**config.mk**
```make
export PLATFORM = sky130hd
export DESIGN_NAME = boot_mode_pin_function_select
export DESIGN_NICKNAME = d
export VERILOG_FILES = /design/src/pin_function_select_pkg.sv /design/src/boot_mode_pin_function_select.sv
export SDC_FILE = /design/constraint.sdc
export NUM_CORES = 1
export LEC_CHECK = 0
export BUFFER_PORTS_ARGS = -buffer_cell sky130_fd_sc_hd__clkbuf_2
export CAP_MARGIN = 30
export CORE_MARGIN = 2
export CORE_UTILIZATION = 25
export DETAILED_ROUTE_END_ITERATION = 8
export HOLD_SLACK_MARGIN = 0.05
export PLACE_DENSITY = 0.44
export SYNTH_ARGS = -nofsm -noshare
export SYNTH_HDL_FRONTEND = slang
export SYNTH_SLANG_ARGS = --single-unit
```
**constraint.sdc**
```tcl
create_clock -name clock -period 3.2 [get_ports clock]
set_input_delay 0.16 -clock clock [delete_from_list [all_inputs] [get_ports clock]]
set_output_delay 0.16 -clock clock [all_outputs]
set_load 0.1 [all_outputs]
```
**src/pin_function_select_pkg.sv**
```systemverilog
package pin_function_select_pkg;

  localparam int MODE_W = 3;

  typedef enum logic [2:0] {
    MODE_TEST0      = 3'h0,
    MODE_TEST1      = 3'h1,
    MODE_EXT_BUS8   = 3'h2,
    MODE_EXT_BUS16  = 3'h3,
    MODE_FLASH_BUS  = 3'h4,
    MODE_FLASH_CHIP = 3'h5,
    MODE_UART_BUS   = 3'h6,
    MODE_UART_CHIP  = 3'h7
  } op_mode_e;

  // Memory layout selections
  typedef enum logic [1:0] {
    REMAP_TEST  = 2'h0,
    REMAP_EXT   = 2'h1,
    REMAP_FLASH = 2'h2,
    REMAP_UART  = 2'h3
  } remap_e;

  // Per-group pin function
  typedef enum logic [1:0] {
    FN_BUS   = 2'h0,
    FN_GPIO  = 2'h1,
    FN_TIMER = 2'h2,
    FN_ALT   = 2'h3
  } pin_fn_e;

  // Software override word: one enable and one function per pin group
  typedef struct packed {
    logic    ovr_en;
    pin_fn_e fn;
  } grp_ovr_s;

  localparam int GRP_DATA_LO  = 0;
  localparam int GRP_DATA_HI  = 1;
  localparam int GRP_ADDR_LO  = 2;
  localparam int GRP_ADDR_HI  = 3;
  localparam int GRP_STROBE   = 4;
  localparam int GRP_CS_HI    = 5;
  localparam int GRP_CS_LO    = 6;
  localparam int GRP_TIMER5   = 7;
  localparam int GRP_TCLK     = 8;
  localparam int GRP_COUNT    = 9;

  // Decoded selection seen by pad logic
  typedef struct packed {
    logic [GRP_COUNT-1:0] bus_fn;
    logic [GRP_COUNT-1:0] gpio_fn;
    logic [GRP_COUNT-1:0] timer_fn;
    logic [GRP_COUNT-1:0] alt_fn;
  } pin_sel_s;

  localparam logic ext_bus_wide_RST = 1'b0;
  localparam op_mode_e OP_MODE_RST   = MODE_TEST0;
  localparam remap_e   REMAP_RST     = REMAP_TEST;
  localparam logic     MODE_VALID_RST = 1'b0;
  localparam logic     TEST_MODE_RST  = 1'b1;
  localparam logic     EXT_BUS_EN_RST = 1'b0;
  localparam logic     CHIP_MODE_RST  = 1'b0;
  localparam logic     BOOT_UART_RST  = 1'b0;
  localparam int   EXT_ADDR_BITS    = 24;
  localparam int   SYNC_STAGES      = 2;

endpackage

```
**src/boot_mode_pin_function_select.sv**
```systemverilog
`timescale 1ns/1ns

// Notes on behaviour
// - Mode pins choose mode and pin functions
// - Software override registers alter pin functions
// - Mode change selects matching memory remap
// - Mode 2 gives 8-bit, 16MB bus
// - Mode 3 gives 16-bit bus, upper data
// - Mode 4 flash boot with 16-bit bus
// - Mode 5 flash single-chip, bus pins GPIO, upper address and upper chip selects to timers
// - Mode 6 UART boot with 16-bit bus
// - Mode 7 UART boot single-chip, no bus
// - Timer A/B pins: PWM, compare, capture
// - Timer clocks share port A bits 0-3
// - Interrupt inputs share port 8 and 7
// - Chip selects share port 8 bits 1-4
// - Address 20-23 share port A 4-7
module boot_mode_pin_function_select #(
  parameter int GROUPS = pin_function_select_pkg::GRP_COUNT
) (
  input  wire logic                            clock,
  input  wire logic                            reset,
  input  wire logic [pin_function_select_pkg::MODE_W-1:0]  mode_pin,
  input  wire logic                            resample,
  input  wire logic                            ovr_we,
  input  wire logic [3:0]                      ovr_grp,
  input  wire pin_function_select_pkg::grp_ovr_s           ovr_wdata,
  output pin_function_select_pkg::op_mode_e                op_mode,
  output logic                                 mode_valid,
  output logic                                 test_mode,
  output pin_function_select_pkg::remap_e                  mem_remap,
  output logic                                 ext_bus_en,
  output logic                                 ext_bus_wide,
  output logic                                 single_chip_mode,
  output logic                                 boot_uart,
  output pin_function_select_pkg::pin_sel_s                pin_function_select
);

  localparam int                  SETTLE_W    = 2;
  localparam int                  GRP_IDX_W   = 4;
  localparam logic [SETTLE_W-1:0] SETTLE_LOAD = SETTLE_W'(pin_function_select_pkg::SYNC_STAGES);

  typedef logic [pin_function_select_pkg::MODE_W-1:0] mode_code_t;

  // Strap pins come from the board, so two flops before any use
  mode_code_t            mode_meta_r;
  mode_code_t            mode_sync_r;

  // Capture waits until the synchroniser holds the new code
  logic [SETTLE_W-1:0]   settle_r;
  logic                  pending_r;
  logic                  capture;

  // Decode of the synchronised code
  pin_function_select_pkg::op_mode_e mode_dec;
  pin_function_select_pkg::remap_e   dec_remap;
  logic                  dec_test;
  logic                  dec_bus;
  logic                  dec_wide;
  logic                  dec_chip;
  logic                  dec_uart;

  // Software override table, one word per pin group
  pin_function_select_pkg::grp_ovr_s ovr_r [GROUPS];

  // Per-group function from the mode and after the override
  pin_function_select_pkg::pin_fn_e  mode_fn  [GROUPS];
  pin_function_select_pkg::pin_fn_e  final_fn [GROUPS];

  logic [GROUPS-1:0]     bus_nxt;
  logic [GROUPS-1:0]     gpio_nxt;
  logic [GROUPS-1:0]     timer_nxt;
  logic [GROUPS-1:0]     alt_nxt;

  function automatic pin_function_select_pkg::pin_fn_e group_default(
    input int   grp,
    input logic test,
    input logic bus,
    input logic wide,
    input logic chip,
    input logic uart
  );
    pin_function_select_pkg::pin_fn_e fn;
    fn = pin_function_select_pkg::FN_GPIO;
    if (test) begin
      // Test codes hand every pin to the test function
      fn = pin_function_select_pkg::FN_ALT;
    end else if (grp == pin_function_select_pkg::GRP_DATA_LO) begin
      fn = bus ? pin_function_select_pkg::FN_BUS : pin_function_select_pkg::FN_GPIO;
    end else if (grp == pin_function_select_pkg::GRP_DATA_HI) begin
      fn = wide ? pin_function_select_pkg::FN_BUS : pin_function_select_pkg::FN_GPIO;
    end else if (grp == pin_function_select_pkg::GRP_ADDR_LO) begin
      fn = bus ? pin_function_select_pkg::FN_BUS : pin_function_select_pkg::FN_GPIO;
    end else if (grp == pin_function_select_pkg::GRP_ADDR_HI) begin
      // UART boot and single-chip modes give these pins to timers 1 and 2
      fn = (bus && !uart) ? pin_function_select_pkg::FN_BUS : pin_function_select_pkg::FN_TIMER;
    end else if (grp == pin_function_select_pkg::GRP_STROBE) begin
      fn = bus ? pin_function_select_pkg::FN_BUS : pin_function_select_pkg::FN_GPIO;
    end else if (grp == pin_function_select_pkg::GRP_CS_HI) begin
      fn = chip ? pin_function_select_pkg::FN_TIMER : pin_function_select_pkg::FN_BUS;
    end else if (grp == pin_function_select_pkg::GRP_CS_LO) begin
      // Interrupt inputs on these pins are reached by override only
      fn = bus ? pin_function_select_pkg::FN_BUS : pin_function_select_pkg::FN_GPIO;
    end else if (grp == pin_function_select_pkg::GRP_TIMER5) begin
      fn = pin_function_select_pkg::FN_TIMER;
    end else if (grp == pin_function_select_pkg::GRP_TCLK) begin
      fn = pin_function_select_pkg::FN_TIMER;
    end
    return fn;
  endfunction

  always_ff @(posedge clock or posedge reset) begin
    if (reset) begin
      mode_meta_r <= '0;
      mode_sync_r <= '0;
    end else begin
      mode_meta_r <= mode_pin;
      mode_sync_r <= mode_meta_r;
    end
  end

  // A resample restarts the wait, so a code changed with it is not missed
  always_ff @(posedge clock or posedge reset) begin
    if (reset) begin
      settle_r  <= SETTLE_LOAD;
      pending_r <= 1'b1;
    end else if (resample) begin
      settle_r  <= SETTLE_LOAD;
      pending_r <= 1'b1;
    end else if (pending_r) begin
      if (settle_r == '0) begin
        pending_r <= 1'b0;
      end else begin
        settle_r <= settle_r - 2'h1;
      end
    end
  end

  assign capture = pending_r && (settle_r == '0) && !resample;

  always_comb begin
    mode_dec  = pin_function_select_pkg::op_mode_e'(mode_sync_r);
    dec_remap = pin_function_select_pkg::REMAP_TEST;
    dec_test  = 1'b0;
    dec_bus   = 1'b0;
    dec_wide  = 1'b0;
    dec_chip  = 1'b0;
    dec_uart  = 1'b0;
    case (mode_dec)
      pin_function_select_pkg::MODE_TEST0, pin_function_select_pkg::MODE_TEST1: begin
        dec_test  = 1'b1;
        dec_remap = pin_function_select_pkg::REMAP_TEST;
      end
      pin_function_select_pkg::MODE_EXT_BUS8: begin
        dec_bus   = 1'b1;
        dec_remap = pin_function_select_pkg::REMAP_EXT;
      end
      pin_function_select_pkg::MODE_EXT_BUS16: begin
        dec_bus   = 1'b1;
        dec_wide  = 1'b1;
        dec_remap = pin_function_select_pkg::REMAP_EXT;
      end
      pin_function_select_pkg::MODE_FLASH_BUS: begin
        dec_bus   = 1'b1;
        dec_wide  = 1'b1;
        dec_remap = pin_function_select_pkg::REMAP_FLASH;
      end
      pin_function_select_pkg::MODE_FLASH_CHIP: begin
        dec_chip  = 1'b1;
        dec_remap = pin_function_select_pkg::REMAP_FLASH;
      end
      pin_function_select_pkg::MODE_UART_BUS: begin
        dec_bus   = 1'b1;
        dec_wide  = 1'b1;
        dec_uart  = 1'b1;
        dec_remap = pin_function_select_pkg::REMAP_UART;
      end
      pin_function_select_pkg::MODE_UART_CHIP: begin
        dec_chip  = 1'b1;
        dec_uart  = 1'b1;
        dec_remap = pin_function_select_pkg::REMAP_UART;
      end
      default: begin
        dec_test  = 1'b1;
        dec_remap = pin_function_select_pkg::REMAP_TEST;
      end
    endcase
  end

  // All mode outputs move on the same capture edge, never a mixed mode
  always_ff @(posedge clock or posedge reset) begin
    if (reset) begin
      op_mode <= pin_function_select_pkg::OP_MODE_RST;
    end else if (capture) begin
      op_mode <= mode_dec;
    end
  end

  always_ff @(posedge clock or posedge reset) begin
    if (reset) begin
      mode_valid <= pin_function_select_pkg::MODE_VALID_RST;
    end else if (capture) begin
      mode_valid <= !dec_test;
    end
  end

  always_ff @(posedge clock or posedge reset) begin
    if (reset) begin
      test_mode <= pin_function_select_pkg::TEST_MODE_RST;
    end else if (capture) begin
      test_mode <= dec_test;
    end
  end

  always_ff @(posedge clock or posedge reset) begin
    if (reset) begin
      mem_remap <= pin_function_select_pkg::REMAP_RST;
    end else if (capture) begin
      mem_remap <= dec_remap;
    end
  end

  always_ff @(posedge clock or posedge reset) begin
    if (reset) begin
      ext_bus_en <= pin_function_select_pkg::EXT_BUS_EN_RST;
    end else if (capture) begin
      ext_bus_en <= dec_bus;
    end
  end

  always_ff @(posedge clock or posedge reset) begin
    if (reset) begin
      ext_bus_wide <= pin_function_select_pkg::ext_bus_wide_RST;
    end else if (capture) begin
      ext_bus_wide <= dec_wide;
    end
  end

  always_ff @(posedge clock or posedge reset) begin
    if (reset) begin
      single_chip_mode <= pin_function_select_pkg::CHIP_MODE_RST;
    end else if (capture) begin
      single_chip_mode <= dec_chip;
    end
  end

  always_ff @(posedge clock or posedge reset) begin
    if (reset) begin
      boot_uart <= pin_function_select_pkg::BOOT_UART_RST;
    end else if (capture) begin
      boot_uart <= dec_uart;
    end
  end

  for (genvar g = 0; g < GROUPS; g++) begin : gen_grp
    logic hit;

    // Group numbers past the table are ignored
    assign hit = ovr_we && (ovr_grp == GRP_IDX_W'(g));

    always_ff @(posedge clock or posedge reset) begin
      if (reset) begin
        ovr_r[g] <= '0;
      end else if (hit) begin
        ovr_r[g] <= ovr_wdata;
      end
    end

    assign mode_fn[g] = group_default(g, test_mode, ext_bus_en, ext_bus_wide,
                                      single_chip_mode, boot_uart);

    // Override wins over the mode until software clears its enable
    assign final_fn[g] = ovr_r[g].ovr_en ? ovr_r[g].fn : mode_fn[g];

    assign bus_nxt[g]   = (final_fn[g] == pin_function_select_pkg::FN_BUS);
    assign gpio_nxt[g]  = (final_fn[g] == pin_function_select_pkg::FN_GPIO);
    assign timer_nxt[g] = (final_fn[g] == pin_function_select_pkg::FN_TIMER);
    assign alt_nxt[g]   = (final_fn[g] == pin_function_select_pkg::FN_ALT);
  end

  // Registered one cycle after the mode so pads see a clean edge
  always_ff @(posedge clock or posedge reset) begin
    if (reset) begin
      pin_function_select <= '0;
    end else begin
      pin_function_select.bus_fn   <= bus_nxt;
      pin_function_select.gpio_fn  <= gpio_nxt;
      pin_function_select.timer_fn <= timer_nxt;
      pin_function_select.alt_fn   <= alt_nxt;
    end
  end

endmodule

```
Yosys cells after proc, flatten, opt, wreduce, memory -nomap -nowiden
Index checks and enable logic that the tools add are counted.
{"block": "totals", "mem_bits_ro": 0, "reg_bits": 83, "output_inout_bits": 47, "word_cells": 144, "n_memories": 0, "latchBits": 0, "inputBits": 14, "mem_bits_rw": 0}
{"block": "classes", "reduce_logical": 36, "n_addsub": 1, "order_cmp": 0, "shift": 0, "n_bitwise": 0, "eq_ne": 43, "n_mul": 0, "mux": 30, "n_div": 0}
{"cell": "$eq 2x2->1 const B", "n": 18}
{"cell": "$mux 2", "n": 18}
{"cell": "$logic_not 2->1", "n": 10}
{"cell": "$eq 2x1->1 const B", "n": 9}
{"cell": "$eq 4x3->1 const B", "n": 4}
{"cell": "$eq 3x3->1 const B", "n": 4}
{"cell": "$logic_and 1x1->1", "n": 12}
{"cell": "$mux 1", "n": 11}
{"cell": "$reduce_or 2->1", "n": 5}
{"cell": "$eq 4x2->1 const B", "n": 2}
{"cell": "$pmux 2 s4", "n": 1}
{"cell": "$eq 3x2->1 const B", "n": 2}
{"cell": "$eq 4x1->1 const B", "n": 1}
{"cell": "$eq 4x4->1 const B", "n": 1}
{"cell": "$logic_not 4->1", "n": 1}
{"cell": "$reduce_or 4->1", "n": 1}
{"cell": "$eq 3x1->1 const B", "n": 1}
{"cell": "$logic_not 1->1", "n": 3}
{"cell": "$logic_not 3->1", "n": 1}
{"cell": "$reduce_or 3->1", "n": 1}
{"cell": "$ne 2x2->1 const B", "n": 1}
{"cell": "$reduce_and 2->1", "n": 1}
{"cell": "$reduce_bool 2->1", "n": 1}
{"cell": "$sub 2x1->2 const B", "n": 1}

Longest topological paths before layout
{"block": "logic_depth", "ltp_word": 6, "depth_mapped": 6, "depth_no_buf": 5}

Least setup slack after synthesis
Ideal clock, no wire load.
{"block": "synth_timing", "kind": "flip-flop to flip-flop", "startpoint": "reg ext_bus_en", "endpoint": "reg pin_function_select[30] in the netlist's numbering", "arrival_ps": 1405, "path_stages_with_launch": 3, "n_path_buf": 0, "setup_slack_ps": 1690, "synth_period_minus_slack_ps": 1510, "path_cell_list": "dfrtp_1 > nand2_1 > o32ai_1"}
{"block": "synth_between", "elab_chain_cells": 5}
{"element": "from (decl)", "line_no": "boot_mode_pin_function_select.sv:32", "text": "output logic ext_bus_en,"}
{"element": "from (signal assigned)", "line_no": "boot_mode_pin_function_select.sv:225", "text": "ext_bus_en <= pin_function_select_pkg::EXT_BUS_EN_RST;"}
{"element": "from (signal assigned)", "line_no": "boot_mode_pin_function_select.sv:227", "text": "ext_bus_en <= dec_bus;"}
{"element": "$logic_and 1x1->1", "line_no": "boot_mode_pin_function_select.sv:96", "text": "fn = (bus && !uart) ? pin_function_select_pkg::FN_BUS : pin_function_select_pkg::FN_TIMER;"}
{"element": "$mux 2", "line_no": "boot_mode_pin_function_select.sv:96"}
{"element": "$mux 2", "line_no": "boot_mode_pin_function_select.sv:85", "text": "if (test) begin"}
{"element": "$mux 2", "line_no": "boot_mode_pin_function_select.sv:273", "text": "assign final_fn[g] = ovr_r[g].ovr_en ? ovr_r[g].fn : mode_fn[g];"}
{"element": "$logic_not 2->1", "line_no": "boot_mode_pin_function_select.sv:275", "text": "assign bus_nxt[g] = (final_fn[g] == pin_function_select_pkg::FN_BUS);"}
{"element": "via bus_nxt[3]", "line_no": "boot_mode_pin_function_select.sv:70", "text": "logic [GROUPS-1:0] bus_nxt;"}
{"element": "to (decl)", "line_no": "boot_mode_pin_function_select.sv:36", "text": "output pin_function_select_pkg::pin_sel_s pin_function_select"}
The timed path passes the listed nets, and every way through them passes these cells.
A chain may end at the register's enable or synchronous reset.

Final worst setup path
{"block": "layout_timing", "startpoint": "reg test_mode", "endpoint": "out test_mode"}
{"element": "from (decl)", "line_no": "boot_mode_pin_function_select.sv:30", "text": "output logic test_mode,"}
{"element": "from (signal assigned)", "line_no": "boot_mode_pin_function_select.sv:209", "text": "test_mode <= pin_function_select_pkg::TEST_MODE_RST;"}
{"element": "from (signal assigned)", "line_no": "boot_mode_pin_function_select.sv:211", "text": "test_mode <= dec_test;"}
No word-level cell between the ends.

==> impl_results.md <==
- Status: complete, no violations
- Largest family of logic cells by synthesized area: simple AND/OR/NAND/NOR gates
- Root Buffer: clkbuf_16
- Max-slew violations: 0
- EDFF count, synth: 0
- Worst min path class: input port to flip-flop
- Final Routed Wirelength: around 6.7 mm
- GPL Wtd Cong: 0.711
- Setup TNS: 0 ns
- Row cnt: 40
- Skew-Pair Late Insertion Delay: between 0.3 and 0.4 ns
- Hold buffers post-CTS: 5
- Critical-path top delay cell: dfstp_2
- PortBufs: 60
- Synth Area in Simple Gates: 13.1%
- Synth Area in Compound Gates: about 7.0%
- Die footprint: 0.0132 sq mm
- Post-CTS Resized: 0
- Area added between synthesis and finish: 27.3%
- CP top delay family: flip-flops
- Worst Skew: 0.0113 ns
- Maximum buffer depth of the clock tree: 2
- Vias in the first global route: roughly 2100
- Final worst path period share: 50.2%
- Synth Flop Type: dfrtp_1
- # fillers: 1261
- CP arrival: about 1.5 ns
- GRT met3 Usage: under 10%
- Max incr delay on CP: 0.61 ns
- Nets: 322
- Die Ht: 115 um
- DP Wirelength: 4.61 mm
- Critical path peak fanout: 8
- Final routed DRC violation total: 0
- Most common cell after layout, fill and taps aside: dfrtp_1
- Largest net degree at the start of global routing: 84
- Startpoint types: flip-flop
- CP bufs+invs: 1
- Drt via density: 4.47
- Clock period minus worst slack: 1.61 ns
- Highest-count cells in the layout ignoring fill and taps: dfrtp_1, clkbuf_2, mux2_2, nand2_1, o22ai_1
- First-pass GRT wire length: 10.9 mm
- Crit-path cells: clkbuf_2
- Met1 GRT Util: 13.7%
- ANT cells: 0
- WS Path Type: flip-flop to output port
- CTS tree: built
- Multiplexer area fraction after synthesis: about a tenth
- RSZ-0062 raised after global routing: false
- Post-synthesis xor/xnor area fraction: 0.284%
- Drt pass-1 iters: 4
- Routed length per instance: 14.5 um
- Relative slew slack: 62.6%
- Register bit count reported by yosys: 83
- Gr ovfl total: 0
- Initial antenna violation count: 0
- Share of layout cells above drive strength 1: 34.9%
- GR Util All Layers: a little over a tenth
- GRT Max-Usage Layer: met2
- Clock transition at path regs: 0.07 ns
- Sequential-to-total area share from yosys stat: 67.4%
- Max H-tree Level: 3
- Asr flop ratio synth: 100%
- Final hold violations: 0
- Mapped Area: 0.00309 sq mm
- Syn avg cell area: ~13 sq um
- Clk sink count: slightly above 80
- Post-CTS Setup Bufs: 0
- I/O pins: 61
- Met2 usage: between 10% and 20%
- Crit. End Element: output port
- Least-Margin Pin Slew: 0.564 ns
- Initial Util: 25.7%
- Synth Area in Adders: less than 1%
- Core area: between 0.01 and 0.015 sq mm
- Cell variety after synth: 29
- Syn Nets: 247
- Synth Instances: 232
- Number of buffers created by CTS: 9
- DRT antenna net count: 0
- Fmax: around 0.62 GHz
- Final setup violation count: 0
- Worst EP required: 3.04 ns
- DRT iter0 DRCs: 77
- Area occupied by multi-input gates: approximately 940 sq um
- Ys Warns: 0
- Maxcap violations: 0
- Via count: 2054
- Chip width: roughly 120 um
- Register area: 0.00208 sq mm
[synthesized netlist by cell type (2+ instances only)]
master	count	area share (%)
and3_1	3	0.61
nand2_1	24	2.9
nor2_1	9	1.1
clkbuf_1	2	0.24
dfstp_2	3	2.6
nor2b_1	2	0.41
o32ai_1	5	1.4
nand3b_1	5	1.2
dfrtp_1	80	65
o22ai_1	14	2.8
inv_1	14	1.7
nor3b_1	2	0.49
mux2_1	3	1.1
and3b_1	3	0.85
nand3_1	6	0.97
mux2_2	24	8.8
nand2b_1	9	1.8
o21ai_0	11	1.8
nor3b_2	3	1.2
[metrics by stage]
stage	instance area (sq um)	util, %	worst slack [ns]	hold WS (ns)	instances
after floorplan	3090	-	0.908	0.191	232
after global placement	3580	29.8	1.73	0.270	438
after detailed placement	3580	29.8	1.69	0.272	438
after CTS	3930	32.7	1.57	0.239	459
after global routing	3930	32.7	1.54	0.247	459
final	3930	32.7	1.59	0.224	459
[routing by layer]
layer | vias up | wire length (um)
li1 | 964 | -
met1 | 1023 | 2920
met2 | 55 | 3260
met3 | 12 | 400
met4 | 0 | 87
met5 | - | 0
[layout make-up]
cell class | count | share of cell area, %
flip-flops and latches | 83 | 53.0
clock buffers | 11 | 6.18
inverters | 14 | 1.37
clock inverters | 5 | 1.34
well taps | 147 | 4.68
multi-input cells | 133 | 24.0
repair buffers | 66 | 9.43
[flip-flops by register name, indices dropped and copies added, names as in the netlist]
register and flops:
mem_remap 2, pin_function_select 36, mode_valid 1, single_chip_mode 1
pending_r 1, ext_bus_en 1, settle_r 2, test_mode 1
mode_meta_r 3, mode_dec 3, op_mode 3, boot_uart 1
ovr_r 27, ext_bus_wide 1
[cells by family (layout without fill, tap and decap cells)]
group | Yosys count | after routing
fa+ha+maj | 1 | 1
xor+xnor | 1 | 1
flops | 83 | 83
simple gates | 70 | 70
buf+inv | 16 | 96
compound gates | 34 | 34
mux | 27 | 27
[worst paths after layout]
| check | from | to | slack [ns] | cells after the start |
|---|---|---|---|---|
| worst max register to register | settle_r[0] | mode_valid | 1.70 | 5 |
| worst min register to register | mode_meta_r[1] | mode_dec[1] | 0.35 | 0 |
| max in group asynchronous | reset | settle_r[1] | 2.39 | 4 |
| min in group asynchronous | reset | ovr_r[23] | 0.45 | 4 |
| worst min-delay path | ovr_wdata[0] | ovr_r[12] | 0.22 | 2 |
| worst max-delay path | test_mode | test_mode | 1.59 | 1 |
Power is left out: the tool's default activity adds up to more than one toggle a clock period on the data nets, which glitch-free logic cannot reach.
